==> config.mk <==
export PLATFORM = sky130hd
export DESIGN_NAME = fpec_top
export DESIGN_NICKNAME = d
export VERILOG_FILES = /design/src/pkg/fpec_pkg.sv /design/src/hdl/fpec_top.sv
export VERILOG_INCLUDE_DIRS = /design/src /design/src/pkg
export SDC_FILE = /design/constraint.sdc
export NUM_CORES = 1
export LEC_CHECK = 0
export BUFFER_PORTS_ARGS = -buffer_cell sky130_fd_sc_hd__buf_2
export CAP_MARGIN = 20
export CORE_MARGIN = 5
export CORE_UTILIZATION = 38
export CTS_CLUSTER_DIAMETER = 50
export CTS_CLUSTER_SIZE = 10
export DETAILED_ROUTE_END_ITERATION = 10
export PLACE_DENSITY = 0.69
export SKIP_CTS_REPAIR_TIMING = 1
export SLEW_MARGIN = 20
export SYNTH_ARGS = -nofsm -noshare
export SYNTH_HDL_FRONTEND = slang
export SYNTH_SLANG_ARGS = --single-unit
==> constraint.sdc <==
create_clock -name core_clk_i -period 2.05 [get_ports core_clk_i]
set_input_delay 0.615 -clock core_clk_i [delete_from_list [all_inputs] [get_ports core_clk_i]]
set_output_delay 0.615 -clock core_clk_i [all_outputs]
set_load 0.005 [all_outputs]
==> src/pkg/fpec_map.svh <==
`ifndef FPEC_MAP_SVH
`define FPEC_MAP_SVH
// Overview of operation
// - bit 7 reads 1 while protect pin low
// - bit 6 unlock; writes allowed with bit 7
// - unlock low blocks setting other bits
// - bit 5 erase setup when unlocked
// - bit 4 program setup when unlocked
// - bit 3 erase verify when unlocked
// - bit 2 program verify when unlocked
// - bit 1 erase needs erase setup too
// - bit 0 program needs program setup too
// ----------------------------------------------------------------
// register map
// ----------------------------------------------------------------
`define FPEC_CTL_ADDR    4'h0
`define FPEC_SEL1_ADDR   4'h1
`define FPEC_SEL2_ADDR   4'h2
`define FPEC_CTL_RST     8'h00
`define FPEC_SEL_RST     8'h00
// ----------------------------------------------------------------
// field positions of the control register
// ----------------------------------------------------------------
`define FPEC_B_PIN       7
`define FPEC_B_UNLOCK    6
`define FPEC_B_WPREP     5
`define FPEC_B_PPREP     4
`define FPEC_B_WCHK      3
`define FPEC_B_PCHK      2
`define FPEC_B_WGO       1
`define FPEC_B_PGO       0
`endif

==> src/pkg/fpec_pkg.sv <==
package fpec_pkg;
	// ----------------------------------------------------------------
	// flash control outputs bundled
	// ----------------------------------------------------------------
	typedef struct packed {
		logic erase_setup;  // erase setup state
		logic prog_setup;   // program setup state
		logic erase_verify; // erase verify mode
		logic prog_verify;  // program verify mode
		logic erase_go;     // erase mode
		logic prog_go;      // program mode
	} fpec_flash_s;
	// whole module state
	typedef struct packed {
		logic [6:0]  ctl;       // bits 6..0 of control
		logic [7:0]  sel1;      // block select one
		logic [7:0]  sel2;      // block select two
		logic        pin_lvl;   // mirrored pin level
		logic        ack;       // bus answer pending
		logic [31:0] rdata;     // read data
	} fpec_state_s;
endpackage : fpec_pkg

==> src/hdl/fpec_top.sv <==
// Design decisions made here: the register addresses and the Avalon-MM interface to the registers.
`timescale 1ns/1ps
`include "fpec_map.svh"
module fpec_top (
	input  wire logic        core_clk_i,           // 200 MHz clock
	input  wire logic        sys_rst_i,            // async reset, high
	input  wire logic        write_protect_pin_i,  // protect pin, low allows writes
	input  wire logic [3:0]  avs_address_i,        // word address
	input  wire logic        avs_read_i,           // read strobe
	input  wire logic        avs_write_i,          // write strobe
	input  wire logic [31:0] avs_writedata_i,      // write data
	input  wire logic [3:0]  avs_byteenable_i,     // byte enables
	output logic      [31:0] avs_readdata_o,       // read data
	output logic             avs_waitrequest_o,    // stall
	output fpec_pkg::fpec_flash_s flash_ctl_o,     // flash control levels
	output logic [7:0]       block_sel_one_o,      // block select one
	output logic [7:0]       block_sel_two_o       // block select two
);
	// ----------------------------------------------------------------
	// state
	// ----------------------------------------------------------------
	fpec_pkg::fpec_state_s s_q;  // registered state
	fpec_pkg::fpec_state_s s_d;  // next state
	logic                  req;  // new access this cycle
	logic                  wen;  // write accepted
	logic [7:0]            wb;   // low byte written
	logic                  lvl;  // write allowed by pin level
	logic                  unl;  // unlock currently set
	logic [7:0]            ctl_rd; // readable control byte

	assign req = (avs_read_i | avs_write_i) & ~s_q.ack;
	// a write lands only at the edge where waitrequest is seen low, so the
	// master and the register agree on the single edge that commits it
	assign wen = avs_write_i & s_q.ack & avs_byteenable_i[0];
	assign wb  = avs_writedata_i[7:0];
	assign lvl = s_q.pin_lvl;
	assign unl = s_q.ctl[`FPEC_B_UNLOCK];
	assign ctl_rd = {s_q.pin_lvl, s_q.ctl};

	// ----------------------------------------------------------------
	// notes for whoever drives this block
	// ----------------------------------------------------------------
	// every access takes two cycles: the request is seen with
	// waitrequest high, the answer stands one cycle later with
	// waitrequest low, and a write is committed at that answer edge.
	// read data is captured when the request is first seen, so a read
	// returns the state of the cycle before waitrequest goes low.
	// only byte lane zero carries register bits; a write with that lane
	// disabled is silently dropped rather than stalled, which keeps the
	// answer timing fixed at the cost of no error report.
	// gating works from the top down: the pin level gates the unlock,
	// the unlock gates every setup and verify bit and both select
	// registers, and each setup bit gates its own go bit.
	// losing the unlock or a setup bit clears what is beneath it in the same
	// cycle and losing the pin level one cycle later, so the flash never
	// sees a go level without its setup level.
	// a go bit can only be set by a write that finds its setup bit
	// already set; setting both in one write is refused on purpose so
	// that software must pass through the setup state first.
	// the pin is taken as synchronous; a raw board pin needs a
	// synchroniser in front of this block.
	// unmapped offsets read as zero and ignore writes.
	// the unlock itself can only be set while the pin allows writes.

	// ----------------------------------------------------------------
	// next state; every access answers one cycle after it is seen
	// ----------------------------------------------------------------
	always_comb begin
		s_d = s_q;
		s_d.pin_lvl = ~write_protect_pin_i;
		s_d.ack = req;                                   // one wait state
		if (req) begin
			unique case (avs_address_i)
				`FPEC_CTL_ADDR:  s_d.rdata = {24'h000000, ctl_rd};
				`FPEC_SEL1_ADDR: s_d.rdata = {24'h000000, s_q.sel1};
				`FPEC_SEL2_ADDR: s_d.rdata = {24'h000000, s_q.sel2};
				default:         s_d.rdata = 32'h00000000; // unmapped reads zero
			endcase
		end
		if (wen && avs_address_i == `FPEC_CTL_ADDR) begin
			// unlock only sticks with the pin allowing writes
			s_d.ctl[`FPEC_B_UNLOCK] = wb[`FPEC_B_UNLOCK] & lvl;
			// gated bits: clearing always works, setting needs gates
			s_d.ctl[`FPEC_B_WPREP] = wb[`FPEC_B_WPREP] & lvl & unl;
			s_d.ctl[`FPEC_B_PPREP] = wb[`FPEC_B_PPREP] & lvl & unl;
			s_d.ctl[`FPEC_B_WCHK]  = wb[`FPEC_B_WCHK] & lvl & unl;
			s_d.ctl[`FPEC_B_PCHK]  = wb[`FPEC_B_PCHK] & lvl & unl;
			s_d.ctl[`FPEC_B_WGO]   = wb[`FPEC_B_WGO] & lvl & unl
				& s_q.ctl[`FPEC_B_WPREP];
			s_d.ctl[`FPEC_B_PGO]   = wb[`FPEC_B_PGO] & lvl & unl
				& s_q.ctl[`FPEC_B_PPREP];
		end
		if (wen && avs_address_i == `FPEC_SEL1_ADDR) begin
			s_d.sel1 = wb & {8{unl & lvl}};
		end
		if (wen && avs_address_i == `FPEC_SEL2_ADDR) begin
			s_d.sel2 = wb & {8{unl & lvl}};
		end
		// losing the pin or unlock drops everything gated beneath it
		if (!lvl) begin
			s_d.ctl = 7'h00;
		end
		if (!s_d.ctl[`FPEC_B_UNLOCK]) begin
			s_d.ctl[5:0] = 6'h00;
			s_d.sel1 = 8'h00;
			s_d.sel2 = 8'h00;
		end
		if (!s_d.ctl[`FPEC_B_WPREP]) s_d.ctl[`FPEC_B_WGO] = 1'b0;
		if (!s_d.ctl[`FPEC_B_PPREP]) s_d.ctl[`FPEC_B_PGO] = 1'b0;
	end

	// ----------------------------------------------------------------
	// register the state
	// ----------------------------------------------------------------
	always_ff @(posedge core_clk_i or posedge sys_rst_i) begin
		if (sys_rst_i) begin
			s_q <= '0;
		end else begin
			s_q <= s_d;
		end
	end

	// ----------------------------------------------------------------
	// outputs, straight from flops
	// ----------------------------------------------------------------
	assign avs_readdata_o    = s_q.rdata;
	assign avs_waitrequest_o = ~s_q.ack;
	assign flash_ctl_o.erase_setup  = s_q.ctl[`FPEC_B_WPREP];
	assign flash_ctl_o.prog_setup   = s_q.ctl[`FPEC_B_PPREP];
	assign flash_ctl_o.erase_verify = s_q.ctl[`FPEC_B_WCHK];
	assign flash_ctl_o.prog_verify  = s_q.ctl[`FPEC_B_PCHK];
	assign flash_ctl_o.erase_go     = s_q.ctl[`FPEC_B_WGO];
	assign flash_ctl_o.prog_go      = s_q.ctl[`FPEC_B_PGO];
	assign block_sel_one_o   = s_q.sel1;
	assign block_sel_two_o   = s_q.sel2;
endmodule : fpec_top

### After elaboration in Yosys (flattened, before gate mapping)

Index checks and enable logic that the tools add are counted.

* flip-flop bits (word level): 57
* bits in writable memories: 0
* memory bits (read-only): 0
* bits of input ports: 45
* bits in latches: 0
* memories: 0
* word-level logic and storage cells: 51

* divide/modulo/power cells: 0
* shifts and indexed selects: 0
* bitwise logic cells: 23
* add/subtract/negate cells: 0
* order comparisons: 0
* reductions and logical operators: 4
* equal/unequal tests: 7
* muxes and demuxes: 8
* $mul: 0

Operators with widths (number)
* 8-bit one-hot mux with 3 select lines: 1
* 22-bit two-way mux: 1
* 1-bit AND: 19
* 8-bit two-way mux: 2
* 7-bit two-way mux: 2
* 8-bit AND: 1
* 4-bit by 3-bit != test with 1-bit output (second input constant): 2
* 4-bit by 1-bit equality test with 1-bit output (second input constant): 1
* 4-bit by 2-bit equality test with 1-bit output (second input constant): 1
* 4-bit zero test: 1
* 2-bit by 1-bit != test with 1-bit output (second input constant): 2
* 1-bit logical AND: 3
* 3-bit by 2-bit != test with 1-bit output (second input constant): 1
* 1-bit two-way mux: 2
* 1-bit inverter: 2
* 1-bit OR: 1

### Depth between registers and ports, before layout

Gate-level depths: netlist of run 1.

* depth in word-level cells: 7
* depth in mapped cells: 5
* depth with buffers taken out: 4

### Least setup slack after synthesis of run 1

Ideal clock, no wire load.

* path kind: input to register
* start: in avs_address_i[0]
* end: reg s_q, in the netlist block_sel_two_o[0]
* data required time: 1.929 ns
* stages: 4
* slack: 0.158 ns
* data arrival time: 1.771 ns
* cell sequence: nor4_4 > nand4_4 > o2111a_2 > a22o_1

* word-level cells in the longest chain between the ends: 5
* elaborated cells on any way between the ends: 8

RTL lines
* start: declaration: RTL line fpec_top.sv:8 `input wire logic [3:0] avs_address_i,`
* 4-bit zero test
* 1-bit logical AND (no source line)
* 7-bit two-way mux: RTL line fpec_top.sv:80 `` if (wen && avs_address_i == `FPEC_CTL_ADDR) begin ``
* 7-bit two-way mux: RTL line fpec_top.sv:100 `if (!lvl) begin`
* 2-bit by 1-bit != test with 1-bit output (no source line) / 22-bit two-way mux (equally long branches)
* end signal: assignment: RTL line fpec_top.sv:117 `s_q <= '0;`
* end signal: assignment: RTL line fpec_top.sv:119 `s_q <= s_d;`
* end: declaration: RTL line fpec_top.sv:22 `fpec_pkg::fpec_state_s s_q;`

Parallel ways exist; a longest one is shown, timed or not. The select of a mux whose other input is x is not followed.
A chain may end at the register's enable or synchronous reset.

### Final worst setup path of run 1

* start: reg s_q[32] (netlist bit)
* end: reg s_q, in the netlist block_sel_two_o[0]

* word-level cells in the longest chain between the ends: 6
* elaborated cells on any way between the ends: 8

RTL lines
* 1-bit AND (*) (2 in a row): RTL line fpec_top.sv:34 `assign wen = avs_write_i & s_q.ack & avs_byteenable_i[0];`
* 1-bit logical AND (no source line)
* 7-bit two-way mux: RTL line fpec_top.sv:80
* 7-bit two-way mux: RTL line fpec_top.sv:100
* 2-bit by 1-bit != test with 1-bit output (no source line) / 22-bit two-way mux (equally long branches)

Mark *: on every way between the ends. The rest lies on a longest branch, timed or not. The select of a mux whose other input is x is not followed.

==> results of run 1 <==
layout make-up:
class / instances / area (um^2)
Clock inverter: 2 / 10.0
Inverter: 3 / 11.3
Fill cell: 548 / 2980
Multi-Input combinational cell: 129 / 785
Timing Repair Buffer: 57 / 308
Sequential cell: 33 / 826
Tap cell: 70 / 87.6
Clock buffer: 6 / 72.6
kinds of logic (layout without fill, tap and decap cells):
group	after synthesis	in the layout
flops	33	33
simple gates	49	49
other cells	1	24
compound gates	53	53
mux	3	3
buf+inv	65	68
sequential cells by signal, indices dropped and copies added (netlist names):
name / flops
avs_readdata_o: 8
block_sel_one_o: 8
block_sel_two_o: 8
ctl_rd: 1
flash_ctl_o: 6
lvl: 1
s_q: 1
worst paths after layout:
check	from	endpoint	slack, ns
worst max-delay path	s_q[32]	block_sel_two_o[0]	0.24
min in group core_clk_i	write_protect_pin_i	lvl	0.47
worst max register to register	s_q[32]	block_sel_two_o[0]	0.24
max in group asynchronous	sys_rst_i	block_sel_two_o[7]	1.34
worst min-delay path	sys_rst_i	avs_readdata_o[0]	0.41
worst min register to register	avs_readdata_o[0]	avs_readdata_o[0]	0.52
layer usage:
metal  GRT usage  vias up
met5           0        -
met4      0.0532        0
met2       0.224       54
li1            -      701
met3      0.0384        6
met1       0.181      661
power by group:
part / switching (mW) / internal (mW) / total, mW / leakage [nW]
registers: 0.0181 / 0.682 / 0.700 / 0.444
clock network: 0.233 / 0.235 / 0.468 / 0.0450
logic: 0.0985 / 0.0589 / 0.157 / 0.543
total: 0.350 / 0.975 / 1.33 / 1.03
cells in the mapped netlist:
| master | instances |
|---|---|
| o21ai_0 | 5 |
| and4_1 | 1 |
| nand4_4 | 1 |
| o2bb2ai_1 | 1 |
| or4_4 | 1 |
| buf_2 | 1 |
| nand3_1 | 10 |
| conb_1 | 1 |
| nand4_1 | 1 |
| buf_4 | 54 |
| buf_1 | 2 |
| mux2i_1 | 2 |
| mux2_4 | 1 |
| a21boi_0 | 1 |
| a32o_1 | 2 |
| or2_2 | 1 |
| nor4_4 | 1 |
| a21oi_1 | 13 |
| nand2_1 | 12 |
| and3_1 | 3 |
| a22oi_1 | 13 |
| dfrtp_1 | 33 |
| o2111a_2 | 1 |
| inv_1 | 3 |
| nor2_1 | 14 |
| o211a_1 | 1 |
| nor2b_1 | 2 |
| clkbuf_1 | 5 |
| nor4_2 | 1 |
| and2_1 | 1 |
| a22o_1 | 16 |
critical path, delay by kind of cell, from the launching register on:
family | cells | cell delay (ns)
mux | 1 | 0.64
compound gates | 1 | 0.26
flops | 1 | 0.45
simple gates | 2 | 0.40
through the flow:
step	setup TNS [ns]	hold WS, ns	worst slack (ns)	utilization	total power [mW]
floorplan	0	0.479	0.158	-	0.857
detailed placement	-0.182	0.510	-0.0366	0.397	0.871
global route	0	0.452	0.0850	0.414	1.39
finish	0	0.412	0.238	0.414	1.33
global placement	-0.154	0.502	-0.0278	0.397	0.866
CTS	0	0.419	0.237	0.414	1.34
==> impl_metrics.env, run 1 <==
export IMPL_worstPathRequired_ns=2.27
export IMPL_grt_pass1_vias=1399
export IMPL_slowest_delay_ns=0.64
export IMPL_cp_max_fo=8
export IMPL_die_area_um2=6730
export IMPL_worst_path_max_delay_cell="mux2i_1"
export IMPL_final_cell_mix="buf_2 (48), dfrtp_1 (33), conb_1 (24), a22o_1 (16), nor2_1 (14)"
export IMPL_finalNonFillerCells=300
export IMPL_final_common_cell="buf_2"
export IMPL_yosysUniqueCellTypes=31
export IMPL_min_path_type="primary input to async pin"
export IMPL_htreeDepth=2
export IMPL_io_pins=100
export IMPL_crit_path_end_kind="flop"
export IMPL_synth_simple_area_share=0.138
export IMPL_synth_top_area_frac=0.419
export IMPL_syn_inst=204
export IMPL_initialDrtViolationCount=50
export IMPL_setup_viol=0
export IMPL_initial_core_util=0.389
export IMPL_drv_slew=0
export IMPL_ys_warn_count=0
export IMPL_peakVddDrop_v=0.000187
export IMPL_via_count=1422
export IMPL_yosys_mux_area_fraction=0.0178
export IMPL_skew_ns=0.00137
export IMPL_area_growth_pct=6.47
export IMPL_placedCellCount=292
export IMPL_ant_nets=0
export IMPL_max_cap_violations=0
export IMPL_worstMarginPinSlew_ns=0.911
export IMPL_diodes=0
export IMPL_synthAdderAreaFrac=0
export IMPL_met1Wirelength_um=1930
export IMPL_grt_max_degree=34
export IMPL_grt_pass1_wl_um=7110
export IMPL_clk_path_buf_depth=2
export IMPL_overflow=0
export IMPL_ys_ff_latch=33
export IMPL_finalHoldViolations=0
export IMPL_synth_xor_area_frac=0
export IMPL_fp_dieH_um=82.0
export IMPL_synth_largest_area_cell="dfrtp_1"
export IMPL_grt_usage=0.140
export IMPL_met2_length_um=2040
export IMPL_stdcell_area_um2=2100
export IMPL_nets=274
export IMPL_cts_sinks=33
export IMPL_num_rows=26
export IMPL_port_buffers=48
export IMPL_crit_chain="nand3_1 > nor4_2 > mux2i_1 > a22o_1"
export IMPL_die_width_um=82.0
export IMPL_core_um2=5070
export IMPL_slew_headroom=0.390
export IMPL_fin_crit_ns=1.81
export IMPL_arrival_ns=2.04
export IMPL_status="finished clean"
export IMPL_first_pass_iters=4
export IMPL_path_class="flop to flop"
export IMPL_dr_max_layer_used="met4"
export IMPL_numCtsBuffers=5
export IMPL_wl_met3_um=371
export IMPL_netlist_area_um2=1970
export IMPL_start_kind="flop"
export IMPL_clockRootBuffer="clkbuf_8"
export IMPL_drive_above_1_share=0.309
export IMPL_via_per_inst=4.74
export IMPL_drcViolationCount=0
export IMPL_dp_final_hpwl_um=3400
export IMPL_rsz0062_at_grt="false"
export IMPL_yosysSeqAreaShare=0.419
export IMPL_r2r_cells=4
export IMPL_antenna_found_initial=0
export IMPL_dpl_cell_area_um2=2020
export IMPL_ys_top_cells_by_area="dfrtp_1 (42%), buf_4 (21%), a22o_1 (7.1%)"
export IMPL_synth_compound_area_share=0.196
export IMPL_synth_top_family_by_area="buffers and inverters"
export IMPL_fmax_ghz=0.552
export IMPL_wirelength_um=4390
export IMPL_syn_area_per_cell_um2=9.67
export IMPL_cts_tree="yes"
export IMPL_p_leak_nw=1.03
export IMPL_power_density_nw_per_um2=631
export IMPL_clk_latency_ns=0.28
export IMPL_globalplace_congestion=0.826
export IMPL_avgRoutedWirePerCell_um=14.6
export IMPL_period_share=0.884
export IMPL_clkTransAtPathRegs_ns=0.07
Power figures use the tool's default switching activity.
==> inputs of run 2 (changes only) <==
- CORE_UTILIZATION: 38 -> 46
- PLACE_DENSITY: 0.69 -> 0.81
==> impl_metrics.env, run 2 (same netlist as run 1, synthesis figures left out) <==
export IMPL_status="finished clean"
export IMPL_avgRoutedWirePerCell_um=15.3
export IMPL_nets=275
export IMPL_fin_crit_ns=1.74
export IMPL_final_setup_tns_ns=0
export IMPL_reg2reg_from="s_q[32]"
export IMPL_port_buffers=48
export IMPL_drv_slew=0
export IMPL_final_cell_mix="buf_2 (48), dfrtp_1 (33), conb_1 (24), a22o_1 (16), nor2_1 (14)"
export IMPL_p_leak_nw=1.04
export IMPL_area_growth_pct=5.77
export IMPL_slowest_delay_ns=0.45
export IMPL_via_count=1466
export IMPL_stdcell_area_um2=2090
export IMPL_slew_headroom=0.353
export IMPL_fp_dieH_um=75.5
export IMPL_dp_final_hpwl_um=3330
export IMPL_max_cap_violations=0
export IMPL_worstSetupStartpoint="avs_address_i[0]"
export IMPL_drive_above_1_share=0.316
export IMPL_cts_tree="yes"
export IMPL_antenna_found_initial=0
export IMPL_grt_max_degree=34
export IMPL_crit_path_end_kind="flop"
export IMPL_clk_path_buf_depth=2
export IMPL_placedCellCount=273
export IMPL_initialDrtViolationCount=72
export IMPL_clockRootBuffer="clkbuf_8"
export IMPL_min_path_type="primary input to async pin"
export IMPL_worstMarginPinSlew_ns=0.966
export IMPL_ant_nets=0
export IMPL_setup_viol=0
export IMPL_die_width_um=75.5
export IMPL_period_share=0.849
export IMPL_diodes=0
export IMPL_overflow=0
export IMPL_grt_pass1_wl_um=6770
export IMPL_skew_ns=0.00425
export IMPL_htreeDepth=2
export IMPL_clkTransAtPathRegs_ns=0.07
export IMPL_worstPathRequired_ns=2.23
export IMPL_path_class="primary input to flop"
export IMPL_num_rows=23
export IMPL_dr_max_layer_used="met4"
export IMPL_grt_usage=0.158
export IMPL_cp_max_fo=7
export IMPL_power_density_nw_per_um2=637
export IMPL_via_per_inst=5.22
export IMPL_peakVddDrop_v=0.000207
export IMPL_core_um2=4090
export IMPL_wl_met3_um=432
export IMPL_die_area_um2=5700
export IMPL_met2_length_um=2100
export IMPL_utilization=0.510
export IMPL_dpl_cell_area_um2=2000
export IMPL_clk_latency_ns=0.29
export IMPL_finalHoldViolations=0
export IMPL_finalNonFillerCells=281
export IMPL_final_common_cell="buf_2"
export IMPL_first_pass_iters=4
export IMPL_drcViolationCount=0
export IMPL_numCtsBuffers=5
export IMPL_arrival_ns=1.92
export IMPL_fmax_ghz=0.575
export IMPL_worst_path_max_delay_cell="nor4_4"
export IMPL_finalPower_mw=1.33
export IMPL_rsz0062_at_grt="false"
export IMPL_met1Wirelength_um=1710
export IMPL_io_pins=100
export IMPL_initial_core_util=0.483
export IMPL_wirelength_um=4300
export IMPL_start_kind="primary input"
export IMPL_grt_pass1_vias=1421
export IMPL_cts_sinks=33
export IMPL_globalplace_congestion=0.877
export IMPL_crit_chain="buf_2 > nor4_4 > and4_1 > mux2i_1 > nor2_1"
run 2: cell count changes in the layout (fill, tap and decap cells not counted):
cell,delta
mux2i_2,+1
buf_4,+1
mux2i_1,-1
run 2: power breakdown:
| group | internal, mW | switching (mW) |
|---|---|---|
| registers | 0.682 | 0.0176 |
| clock network | 0.235 | 0.234 |
| logic | 0.0602 | 0.0996 |
| total | 0.977 | 0.351 |
run 2: layout make-up:
cell class	count	area (um^2)
Sequential cell	33	826
Clock inverter	2	10.0
Clock buffer	6	72.6
Tap cell	50	62.6
Timing Repair Buffer	58	315
Fill cell	395	2000
Inverter	3	11.3
Multi-Input combinational cell	129	788
run 2: path summary, 6_finish.rpt:
kind | endpoint | cells past startpoint | slack, ns
worst max-delay path | flash_ctl_o[4] | 5 | 0.31
worst min-delay path | avs_readdata_o[1] | 3 | 0.41
worst max register to register | block_sel_one_o[7] | 4 | 0.31
worst min register to register | block_sel_two_o[7] | 1 | 0.52
max in group asynchronous | lvl | 3 | 1.35
min in group core_clk_i | lvl | 2 | 0.46
run 2: stage by stage:
| step | setup slack, ns | hold slack, ns |
|---|---|---|
| 2_1_floorplan | 0.158 | 0.479 |
| 3_3_place_gp | -0.0251 | 0.500 |
| 3_5_place_dp | -0.0734 | 0.505 |
| 4_1_cts | 0.191 | 0.418 |
| 5_1_grt | 0.167 | 0.453 |
| 6_report | 0.309 | 0.411 |
run 2: critical path: cells and delay by family:
kind | cells | cell delay, ns
AND/OR/NAND/NOR | 3 | 0.92
multiplexers | 1 | 0.22
buffers and inverters | 1 | 0.15
run 2: layer usage:
metal	GRT usage	vias up
met5	0	-
met3	0.0580	9
li1	-	698
met2	0.259	64
met1	0.184	695
met4	0.0757	0
